$ cat src/verilog/crw_pkg.sv
// Package: register map, field layout, reset values and types of the clock/reset/watchdog block
package crw_pkg;
	// ==========================================================
	// Sizes
	localparam int NSRC   = 5;
	localparam int NDIV   = 12;
	localparam int NINT   = 10;
	localparam int NLINE  = 16;
	localparam int DIV_W  = 16;
	// ==========================================================
	// Source codes
	localparam logic [2:0] SRC_MAIN  = 3'h0;
	localparam logic [2:0] SRC_LOW   = 3'h1;
	localparam logic [2:0] SRC_FAST  = 3'h2;
	localparam logic [2:0] SRC_WATCH = 3'h3;
	localparam logic [2:0] SRC_EXT   = 3'h4;
	localparam logic [2:0] SRC_LAST  = 3'h4;
	// ==========================================================
	// Register byte offsets
	localparam logic [7:0] REG_CLK_SEL  = 8'h00;
	localparam logic [7:0] REG_OSC_FREQ = 8'h04;
	localparam logic [7:0] REG_TRIM     = 8'h08;
	localparam logic [7:0] REG_WDT_CTL  = 8'h0c;
	localparam logic [7:0] REG_WDT_LIM  = 8'h10;
	localparam logic [7:0] REG_WDT_SVC  = 8'h14;
	localparam logic [7:0] REG_CAUSE    = 8'h18;
	localparam logic [7:0] REG_SW_RST   = 8'h1c;
	localparam logic [7:0] REG_CAL_CTL  = 8'h20;
	localparam logic [7:0] REG_CAL_RES  = 8'h24;
	localparam logic [7:0] REG_ANA_SEL  = 8'h28;
	localparam logic [7:0] REG_DIV_BASE = 8'h40;
	localparam logic [7:0] REG_RTE_BASE = 8'h80;
	// ==========================================================
	// Fields and reset values
	localparam int          CAUSE_WDT     = 0;
	localparam int          CAUSE_SW      = 1;
	localparam int          CAUSE_EXT     = 2;
	localparam int          DIV_EN_BIT    = 31;
	localparam int          DIV_FRAC_BIT  = 16;
	localparam logic [5:0]  FREQ_RESET    = 6'h18;
	localparam logic [5:0]  FREQ_MIN      = 6'h03;
	localparam logic [5:0]  FREQ_MAX      = 6'h30;
	localparam logic [15:0] WDT_LIM_RESET = 16'hffff;
	localparam logic [1:0]  SYNC_TICKS    = 2'h2;
	// ==========================================================
	// Timing
	localparam int          CLK_PERIOD_NS = 100;
	localparam int          RST_PULSE_NS  = 1600;
	localparam int          RST_PULSE_CYC = (RST_PULSE_NS + CLK_PERIOD_NS - 1) / CLK_PERIOD_NS;
	localparam logic [4:0]  RST_PULSE_W   = 5'(RST_PULSE_CYC);
	// ==========================================================
	// Types
	typedef struct packed {
		logic             en;
		logic             frac;
		logic [DIV_W-1:0] value;
	} crw_div_cfg_t;

	typedef struct packed {
		logic             en;
		logic             clk_sel;
		logic [15:0]      limit;
	} crw_wdt_cfg_t;

	typedef enum logic [1:0] {SW_RUN, SW_DRAIN, SW_SYNC} crw_sw_state_t;
endpackage : crw_pkg

$ cat src/verilog/crw_divider.sv
// Integer or half-step fractional divider of the root clock enable
`timescale 1ns/1ps
`default_nettype none
module crw_divider
	import crw_pkg::*;
#(
	parameter bit FRAC = 1'b0
) (
	// Clock and reset
	input  wire logic         pclk,
	input  wire logic         presetn,
	// Root tick and setting
	input  wire logic         hf_tick,
	input  wire crw_div_cfg_t cfg,
	// Divided tick
	output logic              tick
);
	logic [DIV_W:0] cnt;
	logic           half;
	wire            wrap    = (cnt == '0);
	wire            add_one = FRAC && cfg.frac && half;
	wire [DIV_W:0]  reload  = {1'b0, cfg.value} + {{DIV_W{1'b0}}, add_one};

	// ==========================================================
	// Counter: period is value+1, odd periods stretched by one when half-step is on
	always_ff @(posedge pclk or negedge presetn) begin
		if (!presetn) begin
			cnt  <= '0;
			half <= 1'b0;
			tick <= 1'b0;
		end else if (!cfg.en) begin
			cnt  <= '0;
			half <= 1'b0;
			tick <= 1'b0;
		end else begin
			tick <= hf_tick && wrap;
			if (hf_tick) begin
				cnt  <= wrap ? reload : cnt - 1'b1;
				half <= wrap ? !half : half;
			end
		end
	end
endmodule : crw_divider
`default_nettype wire

$ cat src/verilog/crw_top.sv
// Clock source switch, dividers, watchdog, reset control and APB registers
//
// Local design decisions: the placing of the registers and the APB interface to the registers.
`timescale 1ns/1ps
`default_nettype none
// Behaviour
// - Source change gates the root tick only between whole periods, never mid-pulse.
// - A new source must tick twice before the root tick follows it.
// - Five sources: main, low-speed, fast crystal, watch crystal, external pin.
// - Main oscillator setting resets to 24 MHz, accepts 3 to 48 in 1 MHz.
// - Trim loads from latches after reset; software may overwrite it later.
// - Low-speed oscillator stays enabled during deep sleep.
// - Main ticks are counted across a window of low-speed ticks.
// - Fast crystal is a selectable root source and always runs for radio.
// - Watch crystal tick is passed on as the radio sleep tick.
// - Watchdog counts low-speed or watch ticks, also during deep sleep.
// - Unserviced watchdog timeout raises a system reset.
// - Watchdog reset sets its bit in the cause record.
// - Twelve dividers: ten integer 16-bit, two with half steps.
// - Sixteen divided lines, each routed from any divider.
// - Analog tick leaves one cycle ahead of the digital lines.
// - Pin and power-on resets act asynchronously on the system reset; software and watchdog requests act on the clock.
// - Cause record is reset only by power-on, so it survives resets.
// - Active-low external reset pin resets the device, no other use.
module crw_top
	import crw_pkg::*;
(
	// APB
	input  wire logic              pclk,
	input  wire logic              presetn,
	input  wire logic              psel,
	input  wire logic              penable,
	input  wire logic              pwrite,
	input  wire logic [7:0]        paddr,
	input  wire logic [31:0]       pwdata,
	output logic [31:0]            prdata,
	output logic                   pready,
	output logic                   pslverr,
	// Power-on reset and pins
	input  wire logic              por_n,
	input  wire logic              external_reset_n,
	input  wire logic              deep_sleep,
	// Source ticks: main, low, fast, watch, ext
	input  wire logic [NSRC-1:0]   src_tick,
	input  wire logic [7:0]        trim_latches,
	// Oscillator control
	output logic [5:0]             main_osc_freq,
	output logic [7:0]             main_osc_trim,
	output logic [NSRC-1:0]        osc_en,
	// Clock enables out
	output logic                   hf_tick,
	output logic                   radio_sleep_tick,
	output logic                   analog_tick,
	output logic [NLINE-1:0]       line_tick,
	// System reset
	output logic                   sys_reset_n
);
	// ==========================================================
	// Bus decode
	wire        setup   = psel && !penable;
	wire        wr_acc  = psel && penable && pwrite;
	wire [7:0]  waddr   = paddr;
	wire        is_div  = (paddr >= REG_DIV_BASE) && (paddr < REG_DIV_BASE + 8'(4 * NDIV));
	wire        is_rte  = (paddr >= REG_RTE_BASE) && (paddr < REG_RTE_BASE + 8'(4 * NLINE));
	wire [3:0]  div_idx = 4'((paddr - REG_DIV_BASE) >> 2);
	wire [3:0]  rte_idx = 4'((paddr - REG_RTE_BASE) >> 2);
	wire        aligned = (paddr[1:0] == 2'h0);
	wire        fixed   = (paddr <= REG_ANA_SEL);
	wire        mapped  = aligned && (fixed || is_div || is_rte);

	// ==========================================================
	// Registers
	logic [2:0]          sel_req;
	logic [2:0]          active;
	logic [2:0]          target;
	logic                gate;
	logic [1:0]          sync_cnt;
	crw_sw_state_t       sw_state;
	logic                trim_loaded;
	crw_wdt_cfg_t        wdt_cfg;
	logic [2:0]          cause;
	logic [15:0]         cal_win;
	logic [15:0]         cal_left;
	logic [31:0]         cal_res;
	logic                cal_busy;
	logic [3:0]          ana_sel;
	logic [4:0]          rst_cnt;
	crw_div_cfg_t        div_cfg [NDIV];
	logic [3:0]          route   [NLINE];
	logic [NDIV-1:0]     div_tick;
	logic [NDIV-1:0]     div_dly;
	logic [15:0]         wdt_count;
	logic                wdt_expire;
	logic                ext_s1;
	logic                ext_s2;

	wire  wdt_svc  = wr_acc && (waddr == REG_WDT_SVC);
	wire  sw_rst   = wr_acc && (waddr == REG_SW_RST) && pwdata[0];
	wire  sel_ok   = pwdata[2:0] <= SRC_LAST;
	wire  freq_ok  = (pwdata[5:0] >= FREQ_MIN) && (pwdata[5:0] <= FREQ_MAX) && (pwdata[31:6] == '0);
	wire  tick_old = src_tick[active];
	wire  tick_new = src_tick[target];

	// ==========================================================
	// Simple registers
	always_ff @(posedge pclk or negedge presetn) begin
		if (!presetn) begin
			sel_req       <= SRC_MAIN;
			main_osc_freq <= FREQ_RESET;
			wdt_cfg       <= '{en: 1'b0, clk_sel: 1'b0, limit: WDT_LIM_RESET};
			ana_sel       <= 4'h0;
		end else if (wr_acc) begin
			if (waddr == REG_CLK_SEL && sel_ok) begin
				sel_req <= pwdata[2:0];
			end
			if (waddr == REG_OSC_FREQ && freq_ok) begin
				main_osc_freq <= pwdata[5:0];
			end
			if (waddr == REG_WDT_CTL) begin
				wdt_cfg.en      <= pwdata[0];
				wdt_cfg.clk_sel <= pwdata[1];
			end
			if (waddr == REG_WDT_LIM) begin
				wdt_cfg.limit <= pwdata[15:0];
			end
			if (waddr == REG_ANA_SEL && pwdata[3:0] < 4'(NDIV)) begin
				ana_sel <= pwdata[3:0];
			end
		end
	end

	// ==========================================================
	// Trim: latches first, software afterwards
	always_ff @(posedge pclk or negedge presetn) begin
		if (!presetn) begin
			trim_loaded   <= 1'b0;
			main_osc_trim <= 8'h00;
		end else if (!trim_loaded) begin
			trim_loaded   <= 1'b1;
			main_osc_trim <= trim_latches;
		end else if (wr_acc && waddr == REG_TRIM) begin
			main_osc_trim <= pwdata[7:0];
		end
	end

	// ==========================================================
	// Glitch-free source switch
	// The old source is released just after one of its own pulses so no period is cut,
	// and the new one is trusted only after two of its ticks were seen.
	always_ff @(posedge pclk or negedge presetn) begin
		if (!presetn) begin
			sw_state <= SW_RUN;
			active   <= SRC_MAIN;
			target   <= SRC_MAIN;
			gate     <= 1'b1;
			sync_cnt <= 2'h0;
			hf_tick  <= 1'b0;
		end else begin
			hf_tick <= gate && tick_old;
			unique case (sw_state)
				SW_RUN: begin
					if (sel_req != active) begin
						target   <= sel_req;
						sw_state <= SW_DRAIN;
					end
				end
				SW_DRAIN: begin
					if (tick_old) begin
						gate     <= 1'b0;
						sync_cnt <= 2'h0;
						sw_state <= SW_SYNC;
					end
				end
				SW_SYNC: begin
					if (tick_new) begin
						sync_cnt <= sync_cnt + 1'b1;
					end
					if (tick_new && sync_cnt == SYNC_TICKS - 2'h1) begin
						active   <= target;
						gate     <= 1'b1;
						sw_state <= SW_RUN;
					end
				end
			endcase
		end
	end

	// ==========================================================
	// Oscillator enables and sleep tick
	always_ff @(posedge pclk or negedge presetn) begin
		if (!presetn) begin
			osc_en           <= '1;
			radio_sleep_tick <= 1'b0;
		end else begin
			osc_en[SRC_LOW]   <= 1'b1;
			osc_en[SRC_FAST]  <= 1'b1;
			osc_en[SRC_WATCH] <= 1'b1;
			osc_en[SRC_MAIN]  <= !deep_sleep || active == SRC_MAIN;
			osc_en[SRC_EXT]   <= active == SRC_EXT || target == SRC_EXT;
			radio_sleep_tick  <= src_tick[SRC_WATCH];
		end
	end

	// ==========================================================
	// Low-speed calibration against the main oscillator
	always_ff @(posedge pclk or negedge presetn) begin
		if (!presetn) begin
			cal_win  <= 16'h0000;
			cal_left <= 16'h0000;
			cal_res  <= 32'h0000_0000;
			cal_busy <= 1'b0;
		end else if (wr_acc && waddr == REG_CAL_CTL && pwdata[15:0] != 16'h0000) begin
			cal_win  <= pwdata[15:0];
			cal_left <= pwdata[15:0];
			cal_res  <= 32'h0000_0000;
			cal_busy <= 1'b1;
		end else if (cal_busy) begin
			if (src_tick[SRC_MAIN]) begin
				cal_res <= cal_res + 1'b1;
			end
			if (src_tick[SRC_LOW]) begin
				cal_left <= cal_left - 1'b1;
				cal_busy <= (cal_left != 16'h0001);
			end
		end
	end

	// ==========================================================
	// Dividers and routing
	// ten integer, two half-step
	for (genvar d = 0; d < NDIV; d++) begin : g_div
		always_ff @(posedge pclk or negedge presetn) begin
			if (!presetn) begin
				div_cfg[d] <= '0;
			end else if (wr_acc && is_div && aligned && div_idx == 4'(d)) begin
				div_cfg[d] <= '{en: pwdata[DIV_EN_BIT], frac: pwdata[DIV_FRAC_BIT],
				                value: pwdata[DIV_W-1:0]};
			end
		end
		crw_divider #(.FRAC(d >= NINT)) u_div (
			.pclk    (pclk),
			.presetn (presetn),
			.hf_tick (hf_tick),
			.cfg     (div_cfg[d]),
			.tick    (div_tick[d])
		);
	end

	for (genvar k = 0; k < NLINE; k++) begin : g_line
		always_ff @(posedge pclk or negedge presetn) begin
			if (!presetn) begin
				route[k]     <= 4'h0;
				line_tick[k] <= 1'b0;
			end else begin
				if (wr_acc && is_rte && aligned && rte_idx == 4'(k) && pwdata[3:0] < 4'(NDIV)) begin
					route[k] <= pwdata[3:0];
				end
				line_tick[k] <= div_dly[route[k]];
			end
		end
	end

	// analog leads digital by one cycle
	always_ff @(posedge pclk or negedge presetn) begin
		if (!presetn) begin
			div_dly     <= '0;
			analog_tick <= 1'b0;
		end else begin
			div_dly     <= div_tick;
			analog_tick <= div_tick[ana_sel];
		end
	end

	// ==========================================================
	// Watchdog
	crw_watchdog u_wdt (
		.pclk       (pclk),
		.presetn    (presetn),
		.cfg        (wdt_cfg),
		.low_tick   (src_tick[SRC_LOW]),
		.watch_tick (src_tick[SRC_WATCH]),
		.service    (wdt_svc),
		.count      (wdt_count),
		.expire     (wdt_expire)
	);

	// ==========================================================
	// System reset: pin clears at once, internal requests stretch a pulse
	wire ext_or_por_n = external_reset_n && por_n;

	always_ff @(posedge pclk or negedge ext_or_por_n) begin
		if (!ext_or_por_n) begin
			rst_cnt     <= 5'h00;
			sys_reset_n <= 1'b0;
		end else if (sw_rst || wdt_expire) begin
			rst_cnt     <= RST_PULSE_W;
			sys_reset_n <= 1'b0;
		end else if (rst_cnt != 5'h00) begin
			rst_cnt     <= rst_cnt - 1'b1;
			sys_reset_n <= (rst_cnt == 5'h01);
		end else begin
			sys_reset_n <= 1'b1;
		end
	end

	// ==========================================================
	// Cause record in the power-on domain
	// pin sampled for the record
	always_ff @(posedge pclk or negedge por_n) begin
		if (!por_n) begin
			ext_s1 <= 1'b1;
			ext_s2 <= 1'b1;
		end else begin
			ext_s1 <= external_reset_n;
			ext_s2 <= ext_s1;
		end
	end

	always_ff @(posedge pclk or negedge por_n) begin
		if (!por_n) begin
			cause <= 3'h0;
		end else begin
			cause[CAUSE_WDT] <= wdt_expire ||
			                    (cause[CAUSE_WDT] && !(wr_acc && waddr == REG_CAUSE && pwdata[CAUSE_WDT]));
			cause[CAUSE_SW]  <= sw_rst ||
			                    (cause[CAUSE_SW] && !(wr_acc && waddr == REG_CAUSE && pwdata[CAUSE_SW]));
			cause[CAUSE_EXT] <= !ext_s2 ||
			                    (cause[CAUSE_EXT] && !(wr_acc && waddr == REG_CAUSE && pwdata[CAUSE_EXT]));
		end
	end

	// ==========================================================
	// Read mux
	logic [31:0] rdata;
	always_comb begin
		rdata = 32'h0000_0000;
		if (is_div) begin
			rdata = {div_cfg[div_idx].en, 14'h0000, div_cfg[div_idx].frac, div_cfg[div_idx].value};
		end else if (is_rte) begin
			rdata = {28'h000_0000, route[rte_idx]};
		end else begin
			unique case (paddr)
				REG_CLK_SEL:  rdata = {15'h0000, sw_state != SW_RUN, 5'h00, active, 5'h00, sel_req};
				REG_OSC_FREQ: rdata = {26'h000_0000, main_osc_freq};
				REG_TRIM:     rdata = {24'h00_0000, main_osc_trim};
				REG_WDT_CTL:  rdata = {wdt_count, 14'h0000, wdt_cfg.clk_sel, wdt_cfg.en};
				REG_WDT_LIM:  rdata = {16'h0000, wdt_cfg.limit};
				REG_CAUSE:    rdata = {29'h0000_0000, cause};
				REG_CAL_CTL:  rdata = {cal_busy, 15'h0000, cal_win};
				REG_CAL_RES:  rdata = cal_res;
				REG_ANA_SEL:  rdata = {28'h000_0000, ana_sel};
				default:      rdata = 32'h0000_0000;
			endcase
		end
	end

	// Zero wait states: data is captured in the setup cycle
	always_ff @(posedge pclk or negedge presetn) begin
		if (!presetn) begin
			prdata  <= 32'h0000_0000;
			pready  <= 1'b0;
			pslverr <= 1'b0;
		end else begin
			pready <= 1'b1;
			if (setup) begin
				prdata  <= (mapped && !pwrite) ? rdata : 32'h0000_0000;
				pslverr <= !mapped;
			end
		end
	end
endmodule : crw_top
`default_nettype wire

$ cat src/verilog/crw_watchdog.sv
// Watchdog counter running on a low-speed source enable
`timescale 1ns/1ps
`default_nettype none
module crw_watchdog
	import crw_pkg::*;
(
	// Clock and reset
	input  wire logic         pclk,
	input  wire logic         presetn,
	// Control
	input  wire crw_wdt_cfg_t cfg,
	input  wire logic         low_tick,
	input  wire logic         watch_tick,
	input  wire logic         service,
	// Status
	output logic [15:0]       count,
	output logic              expire
);
	wire tick = cfg.clk_sel ? watch_tick : low_tick;
	wire hit  = (count >= cfg.limit);

	// ==========================================================
	// Count
	always_ff @(posedge pclk or negedge presetn) begin
		if (!presetn) begin
			count  <= '0;
			expire <= 1'b0;
		end else begin
			expire <= 1'b0;
			if (service || !cfg.en) begin
				count <= '0;
			end else if (tick && hit) begin
				count  <= '0;
				expire <= 1'b1;
			end else if (tick) begin
				count <= count + 1'b1;
			end
		end
	end
endmodule : crw_watchdog
`default_nettype wire
$ cat config.mk
export PLATFORM = sky130hd
export DESIGN_NAME = crw_top
export DESIGN_NICKNAME = d
export VERILOG_FILES = /design/src/verilog/crw_pkg.sv /design/src/verilog/crw_divider.sv /design/src/verilog/crw_top.sv /design/src/verilog/crw_watchdog.sv
export SDC_FILE = /design/constraint.sdc
export NUM_CORES = 2
export LEC_CHECK = 0
export ABC_CLOCK_PERIOD_IN_PS = 2700
export BUFFER_PORTS_ARGS = -buffer_cell sky130_fd_sc_hd__buf_2
export CAP_MARGIN = 15
export CORE_UTILIZATION = 41
export CTS_BUF_LIST = sky130_fd_sc_hd__clkbuf_8 sky130_fd_sc_hd__clkbuf_16
export DETAILED_ROUTE_END_ITERATION = 12
export GPL_TIMING_DRIVEN = 0
export SLEW_MARGIN = 30
export SYNTH_ARGS = -nofsm -noshare
export SYNTH_HDL_FRONTEND = slang
export SYNTH_SLANG_ARGS = --single-unit
$ cat constraint.sdc
create_clock -name pclk -period 2.7 [get_ports pclk]
set_input_delay 0.27 -clock pclk [delete_from_list [all_inputs] [get_ports pclk]]
set_output_delay 0.27 -clock pclk [all_outputs]
set_load 0.03 [all_outputs]
# After elaboration in Yosys (flattened, before gate mapping)
# Index checks and enable logic that the tools add are counted.
[classes] muxes=133 reduce_logical=153 magnitude_cmp=31 addsub=21 eq_ne=63 bitwise=2
[op_table] cell="2-to-1 mux 17 bit" count=36
[op_table] cell="case mux 32 bit (9 select lines)" count=1
[op_table] cell="logical NOT 17 bit" count=12
[op_table] cell="subtractor 17 x 1 -> 17 bit, second input constant" count=12
[op_table] cell="2-to-1 mux 32 bit" count=6
[op_table] cell="2-to-1 mux 16 bit" count=6
[op_table] cell="logical AND 1 bit" count=91
[op_table] cell="less-than comparator 4 x 5 -> 1 bit, second input constant" count=17
[op_table] cell="binary-select mux 18 bit (select 4 bit)" count=1
[op_table] cell="binary-select mux 1 bit (select 4 bit)" count=17
[op_table] cell="equality test 4 bit, second input constant" count=12
[op_table] cell="2-to-1 mux 1 bit" count=47
[op_table] cell="2-to-1 mux 18 bit" count=2
[op_table] cell="adder 16 x 1 -> 17 bit" count=2
[op_table] cell="adder 32 x 1 -> 32 bit, second input constant" count=1
[op_table] cell="equality test 4 x 3 -> 1 bit, second input constant" count=8
[op_table] cell="equality test 8 x 5 -> 1 bit, second input constant" count=4
[op_table] cell="!= test 2 bit, second input constant" count=16
[op_table] cell="logical NOT 26 bit" count=1
[op_table] cell="equality test 8 x 6 -> 1 bit, second input constant" count=3
[op_table] cell="AND reduction 2 bit" count=11
[op_table] cell="adder 16 x 1 -> 16 bit, second input constant" count=1
[op_table] cell="binary-select mux 4 bit (select 4 bit)" count=1
[op_table] cell="equality test 4 x 2 -> 1 bit, second input constant" count=4
[op_table] cell="other kinds (46)" count=91
[word_totals] elab_cells=528 ff_bits=708 output_inout_bits=73 in_bits=61

# Logic depth before layout (Yosys ltp)
[logic_depth] word_depth=8 mapped_depth=10 mapped_depth_nobuf=8

# By module
# From an unflattened synthesis, not the netlist that was laid out.
[unflattened] hier_cells=3735 area_unflattened_um2=39912.0
[modules_own_cells] module="crw_top" seq_area_each_um2=11865.1 cells_per_inst=1812 area_each_um2=23481.3 n_inst=1
[modules_own_cells] module="crw_divider at g_div[0].u_div ..." seq_area_each_um2=450.4 cells_per_inst=141 area_each_um2=1214.9 n_inst=10
[modules_own_cells] module="crw_divider at g_div[10].u_div ..." seq_area_each_um2=475.5 cells_per_inst=182 area_each_um2=1482.7 n_inst=2
[modules_own_cells] module="crw_watchdog" seq_area_each_um2=425.4 cells_per_inst=149 area_each_um2=1316.3 n_inst=1

# Worst setup path after synthesis
# No wires, ideal clock.
[synth_timing] path_kind="input to register" from="input paddr[2]" to="register prdata[3]" required_ps=2578 path_buffers=4 arrival_time_ps=2517 setup_ps=122 stages=8 slack_ps=61 cell_sequence="buf_2 > buf_2 > buf_1 > buf_2 > mux4_2 > a22oi_1 > nand3_1 > a32o_1"
[synth_via] elab_chain_len=8 elab_cells_between_ends=34 cone_classes="2 x add/sub; 5 x order compare; 8 x eq/ne; 10 x mux; 2 x bitwise; 7 x reduce/logical"
[synth_lines] element="from (decl)" line_no="crw_top.sv:34" source="input wire logic [7:0] paddr,"
[synth_lines] element="subtractor 6 x 1 -> 6 bit" line_no="crw_top.sv:65, crw_top.sv:66"
[synth_lines] element="NOT 4 -> 5 bit (not written as such)" line_no="crw_top.sv:338, crw_top.sv:340"
[synth_lines] element="binary-select mux 4 bit (select 4 bit)" line_no="crw_top.sv:340" source="rdata = {28'h000_0000, route[rte_idx]};"
[synth_lines] element="2-to-1 mux 4 bit (not written as such) (2 in a row)" line_no="crw_top.sv:340"
[synth_lines] element="2-to-1 mux 32 bit" line_no="crw_top.sv:339" source="end else if (is_rte) begin"
[synth_lines] element="2-to-1 mux 32 bit" line_no="crw_top.sv:337" source="if (is_div) begin"
[synth_lines] element="2-to-1 mux 32 bit (*)" line_no="crw_top.sv:366" source="prdata <= (mapped && !pwrite) ? rdata : 32'h0000_0000;"
[synth_lines] element="to (signal assigned)" line_no="crw_top.sv:366"
[synth_lines] element="to (decl)" line_no="crw_top.sv:36" source="output logic [31:0] prdata,"
# Every way passes the cells marked *; elsewhere a longest branch is shown, timed or not. The select of a mux whose other input is x is not followed.
# A chain may end at the register's enable or synchronous reset.

# Worst setup path after layout
[layout_timing] from="input paddr[2]" to="register prdata[0]"
# The elaborated chain is that of the path after synthesis.

==> results list <==
* Number of global-route vias before repair: between 30k and 40k
- Among all cell types in the netlist, the one instantiated most often is dfrtp_1.
- In this run the power spent charging and discharging nets is approximately 7800 µW.
- For this configuration, the core starts out at a cell density of 0.415.
* Type of the tightest min-delay check: input port to flip-flop
- Count of port buffers added during placement: around 130
- I/O pin count: about 130
* Cell types with the largest area share after synthesis: dfrtp_1 (45%), mux2_2 (8.1%), mux4_2 (6.8%)
* Pin count of the biggest net entering global routing: 121
- Using the TritonRoute via totals, the vias-per-cell ratio works out to roughly 6.4.
- The later pin in the worst-skew pair is clocked with a latency of between 0.6 and 0.7 ns.
- Origin of the worst min-delay path: pwdata[9]
* Synth async-reset ratio: 1.00
- For met1 alone, demand over resource in global routing was 0.429.
- The tool flagged a number of max-cap violations equal to 0.
- In this run the core area contains 111 standard-cell rows.
- Across all setup checks in the final design, the least slack found is -0.0814 ns.
* Result of the run: complete, but fails checks
* DR DRC count: 0
* Layout Cell Area excl Fill: 44,300 µm²
- The share of total power dissipated in the clock network is 0.428.
- In this run the static leakage power is 0.0196 µW.
* Iteration-0 DRC count of the detailed router: about 4k
- The worst register-to-register path begins at hf_tick$_DFF_PN0_.
* Aggregate global routing overflow: 0
- Setup violation total in the final timing report: 8
- Of the synthesized area, sequential elements account for 0.464.
- HPWL Detailed: roughly 110,000 µm
- Most common flop cell mapped by yosys: dfrtp_1
- Clk sink count: a little over 700
* Fmax achieved: around 0.36 GHz
- The Yosys step of the flow raised 0 warnings.
* Kind of end point of the critical path: flip-flop
- TritonCTS buffer count: 79
- The internal power of the cells totals 19,200 µW.
* Detailed-route wire length per cell: between 20 and 30 µm
- The final route contains around 33k vias.
- Cells after Synth: around 3.7k
- The congestion estimate from routability-driven global placement came to between 0.9 and 1.
* Cell area after synthesis: 38,200 µm²
- Of the available clock period, the critical path in the final layout requires 1.03.
- The first TritonRoute pass finished after 6 iterations.
- The commonest cells after synthesis are dfrtp_1 (685), nand2_1 (332), mux2_2 (274), o21ai_0 (240), a21oi_1 (226).
- Power spread over the standard cell area amounts to roughly 610 nW/µm².
- Number of standard cells in the final layout excluding fillers: about 5.2k
- On the final layout, the worst clock skew is ~0.020 ns.
* Worst rel slew slack: 0.272
* Post-synth top area cell: dfrtp_1
* Overall global routing resource usage: 0.313
- Crit path arrival time: between 3 and 4 ns
- Post-Synthesis Mean Instance Area: roughly 10 µm²
- The final-report hold violation count was 0.
- The share of synthesized area in the top cell type comes to 0.448.
- The first global-routing pass estimated 218,000 µm of wire.
- Crit start category: input port
- Area enclosed by the die boundary: 94,500 µm²
- Once detail routing completed, the nets flagged for antenna violations numbered 0.
- TritonCTS built the clock tree.
- The clock passes through at most 3 buffers.
* Destination of the worst register-to-register timing path: g_div[9].u_div.tick$_DFF_PN0_
- Including well taps, the total number of placed cells is a little over 5k.
- The share of total power dissipated in sequential elements is 0.425.
* Violations in the final reports: setup timing
- In this run, synthesis produced a sequential element count of between 700 and 800.
- For this block, the routed nets add up to between 100,000 and 150,000 µm of wire.
- The routed design could run at a clock period as short as about 2.8 ns.
- For met3 alone, demand over resource in global routing was 0.0690.
- The global routing stage identified its most utilized layer as met2.
* Crit Path Max Fanout: 10
* Switch share: 0.289
- In this run, distinct cell masters in the synthesized netlist total 85.
* Data required time at the worst endpoint: between 3 and 4 ns
- The share of total power dissipated in combinational logic is 0.147.
* Worst voltage drop across the vdd grid: 0.888 mV
- Deepest level of the CTS H-tree: 3
- Fraction of layout instances using a drive strength above 1: 0.219
- TNS Setup: -0.313 ns
- The die is a little over 300 µm tall.
* Clock transition at the registers of the reported paths: approximately 0.06 ns
* Startpoint-to-endpoint class of the critical path: input port to flip-flop
- Slew at the pin closest to its max-slew limit: roughly 1.1 ns
- Counting cells, the worst reg-to-reg path comes to 6.
- Layout-stage area growth over the synthesis result: 15.7%
- Met2 routing resource usage after global routing: 0.475
- Setup repair after global routing missed its margin: true
- CTS placed an instance of clkbuf_16 at the clock tree root.
* DIE WIDTH: just over 300 µm
* Nets: ~4.0k
- Placed instance area: about 40,000 µm²
- Worst Setup EP: prdata[0]$_DFFE_PN0P_
- The max-slew violation count is 0.
- The number of antenna violations at the first check in global routing was 12.
- Filler Cells Inserted: 8,455
- Number of flops mapped to enable cells by yosys: 0
- Register-to-register setup slack: -0.06 ns
- Area of the core: between 90,000 and 100,000 µm²
- The critical path starts at paddr[2].
## stage by stage
stage	hold slack [ns]	power, µW	utilization	worst slack, ns
floorplan	-0.0256	13800	-	0.0613
global route	0.0397	27800	0.480	-0.0966
finish	0.0594	26900	0.481	-0.0814
detailed placement	0.139	15300	0.443	-1.52
global placement	0.137	15100	0.439	-13.93
CTS	0.0140	26800	0.478	0.00401
## cells by family (layout without fill, tap and decap cells)
| group | count (synthesis) | in the layout | synth area share |
|---|---|---|---|
| simple gates | 1134 | 1134 | 0.152 |
| compound gates | 885 | 885 | 0.151 |
| flops | 708 | 708 | 0.464 |
| mux | 459 | 459 | 0.167 |
| buf+inv | 348 | 644 | 0.0351 |
| xor+xnor | 72 | 72 | 0.0165 |
| fa+ha+maj | 43 | 43 | 0.0141 |
| other cells | 1 | 12 | 0.0000981 |
## worst max-delay path, cell delays in order
cell,delay [ns]
buf_2,0.13
buf_2,0.34
buf_2,0.37
buf_4,0.33
buf_4,0.37
clkbuf_2,0.39
o31ai_1,0.13
a311o_1,0.38
a211oi_2,0.43
o31ai_1,0.12
## cell type report
type / count / area, µm² / share of cell area
timing repair buffer: 159 / 1070 / 0.0242
multi-input combinational: 2597 / 19600 / 0.442
inverter: 104 / 390 / 0.00882
tap: 1243 / 1560 / 0.0351
clock inverter: 46 / 470 / 0.0106
buffer: 236 / 1150 / 0.0260
antenna: 8 / 20.0 / 0.000452
sequential: 708 / 17700 / 0.401
clock buffer: 99 / 2290 / 0.0517
## routing by layer
layer	routed length, µm	share of wire
met1	60500	0.40
met2	66500	0.45
met3	14500	0.097
met4	7770	0.052
met5	50	0.00033
## repair_timing
item | 4_1_cts | 5_1_grt
endpoints found under the hold margin | 100 | 0
pin swaps | 1 | 8
resized for setup | 84 | 66
setup buffers | 2 | 7
hold buffers | 15 | 0
setup endpoints to repair | 329 | 215
## state kept, by name (all words and copies together), names as in the netlist, 4 cells and up
name              cells
ana_sel               4
cal_left             16
cal_res              32
cal_win              16
div_cfg             216
div_dly              12
g_div.u_div.cnt     204
g_div.u_div.tick     12
line_tick            16
main_osc_freq         6
main_osc_trim         8
prdata               32
route                64
rst_cnt               5
u_wdt.count          16
wdt_cfg              18
## power groups by stage
stage,sequential [µW],clock [µW],combinational [µW]
6_report,11400,11500,3960
5_1_grt,11500,12000,4300
3_3_place_gp,11600,0,3520
2_1_floorplan,11500,0,2280
3_5_place_dp,11600,0,3680
4_1_cts,11400,11600,3760
## worst min path at each step
stage,end,slack [ns],depth (start not counted)
final,div_cfg[81]$_DFFE_PN0P_,0.06,2
after floorplan,active[0]$_DFFE_PN0P_,-0.03,0
after detailed placement,cause[2]$_DFF_PN0_,0.14,1
after CTS,div_cfg[81]$_DFFE_PN0P_,0.01,2
after global routing,div_cfg[27]$_DFFE_PN0P_,0.04,2
after global placement,cause[2]$_DFF_PN0_,0.14,1
## cells in the final DEF (no fill, tap or decap), types with 43 or more instances in the layout
master,count
clkbuf_1,145
mux2i_1,69
nand4_1,51
nor2_1,192
nor4_1,58
nand3_1,85
mux4_2,116
mux2_2,274
a21oi_1,225
nand2_1,332
clkbuf_16,82
a211oi_1,52
buf_2,139
ha_1,43
nor3_1,93
dfrtp_1,683
inv_1,114
o21ai_0,240
No activity file was read; power rests on OpenSTA's default activity.
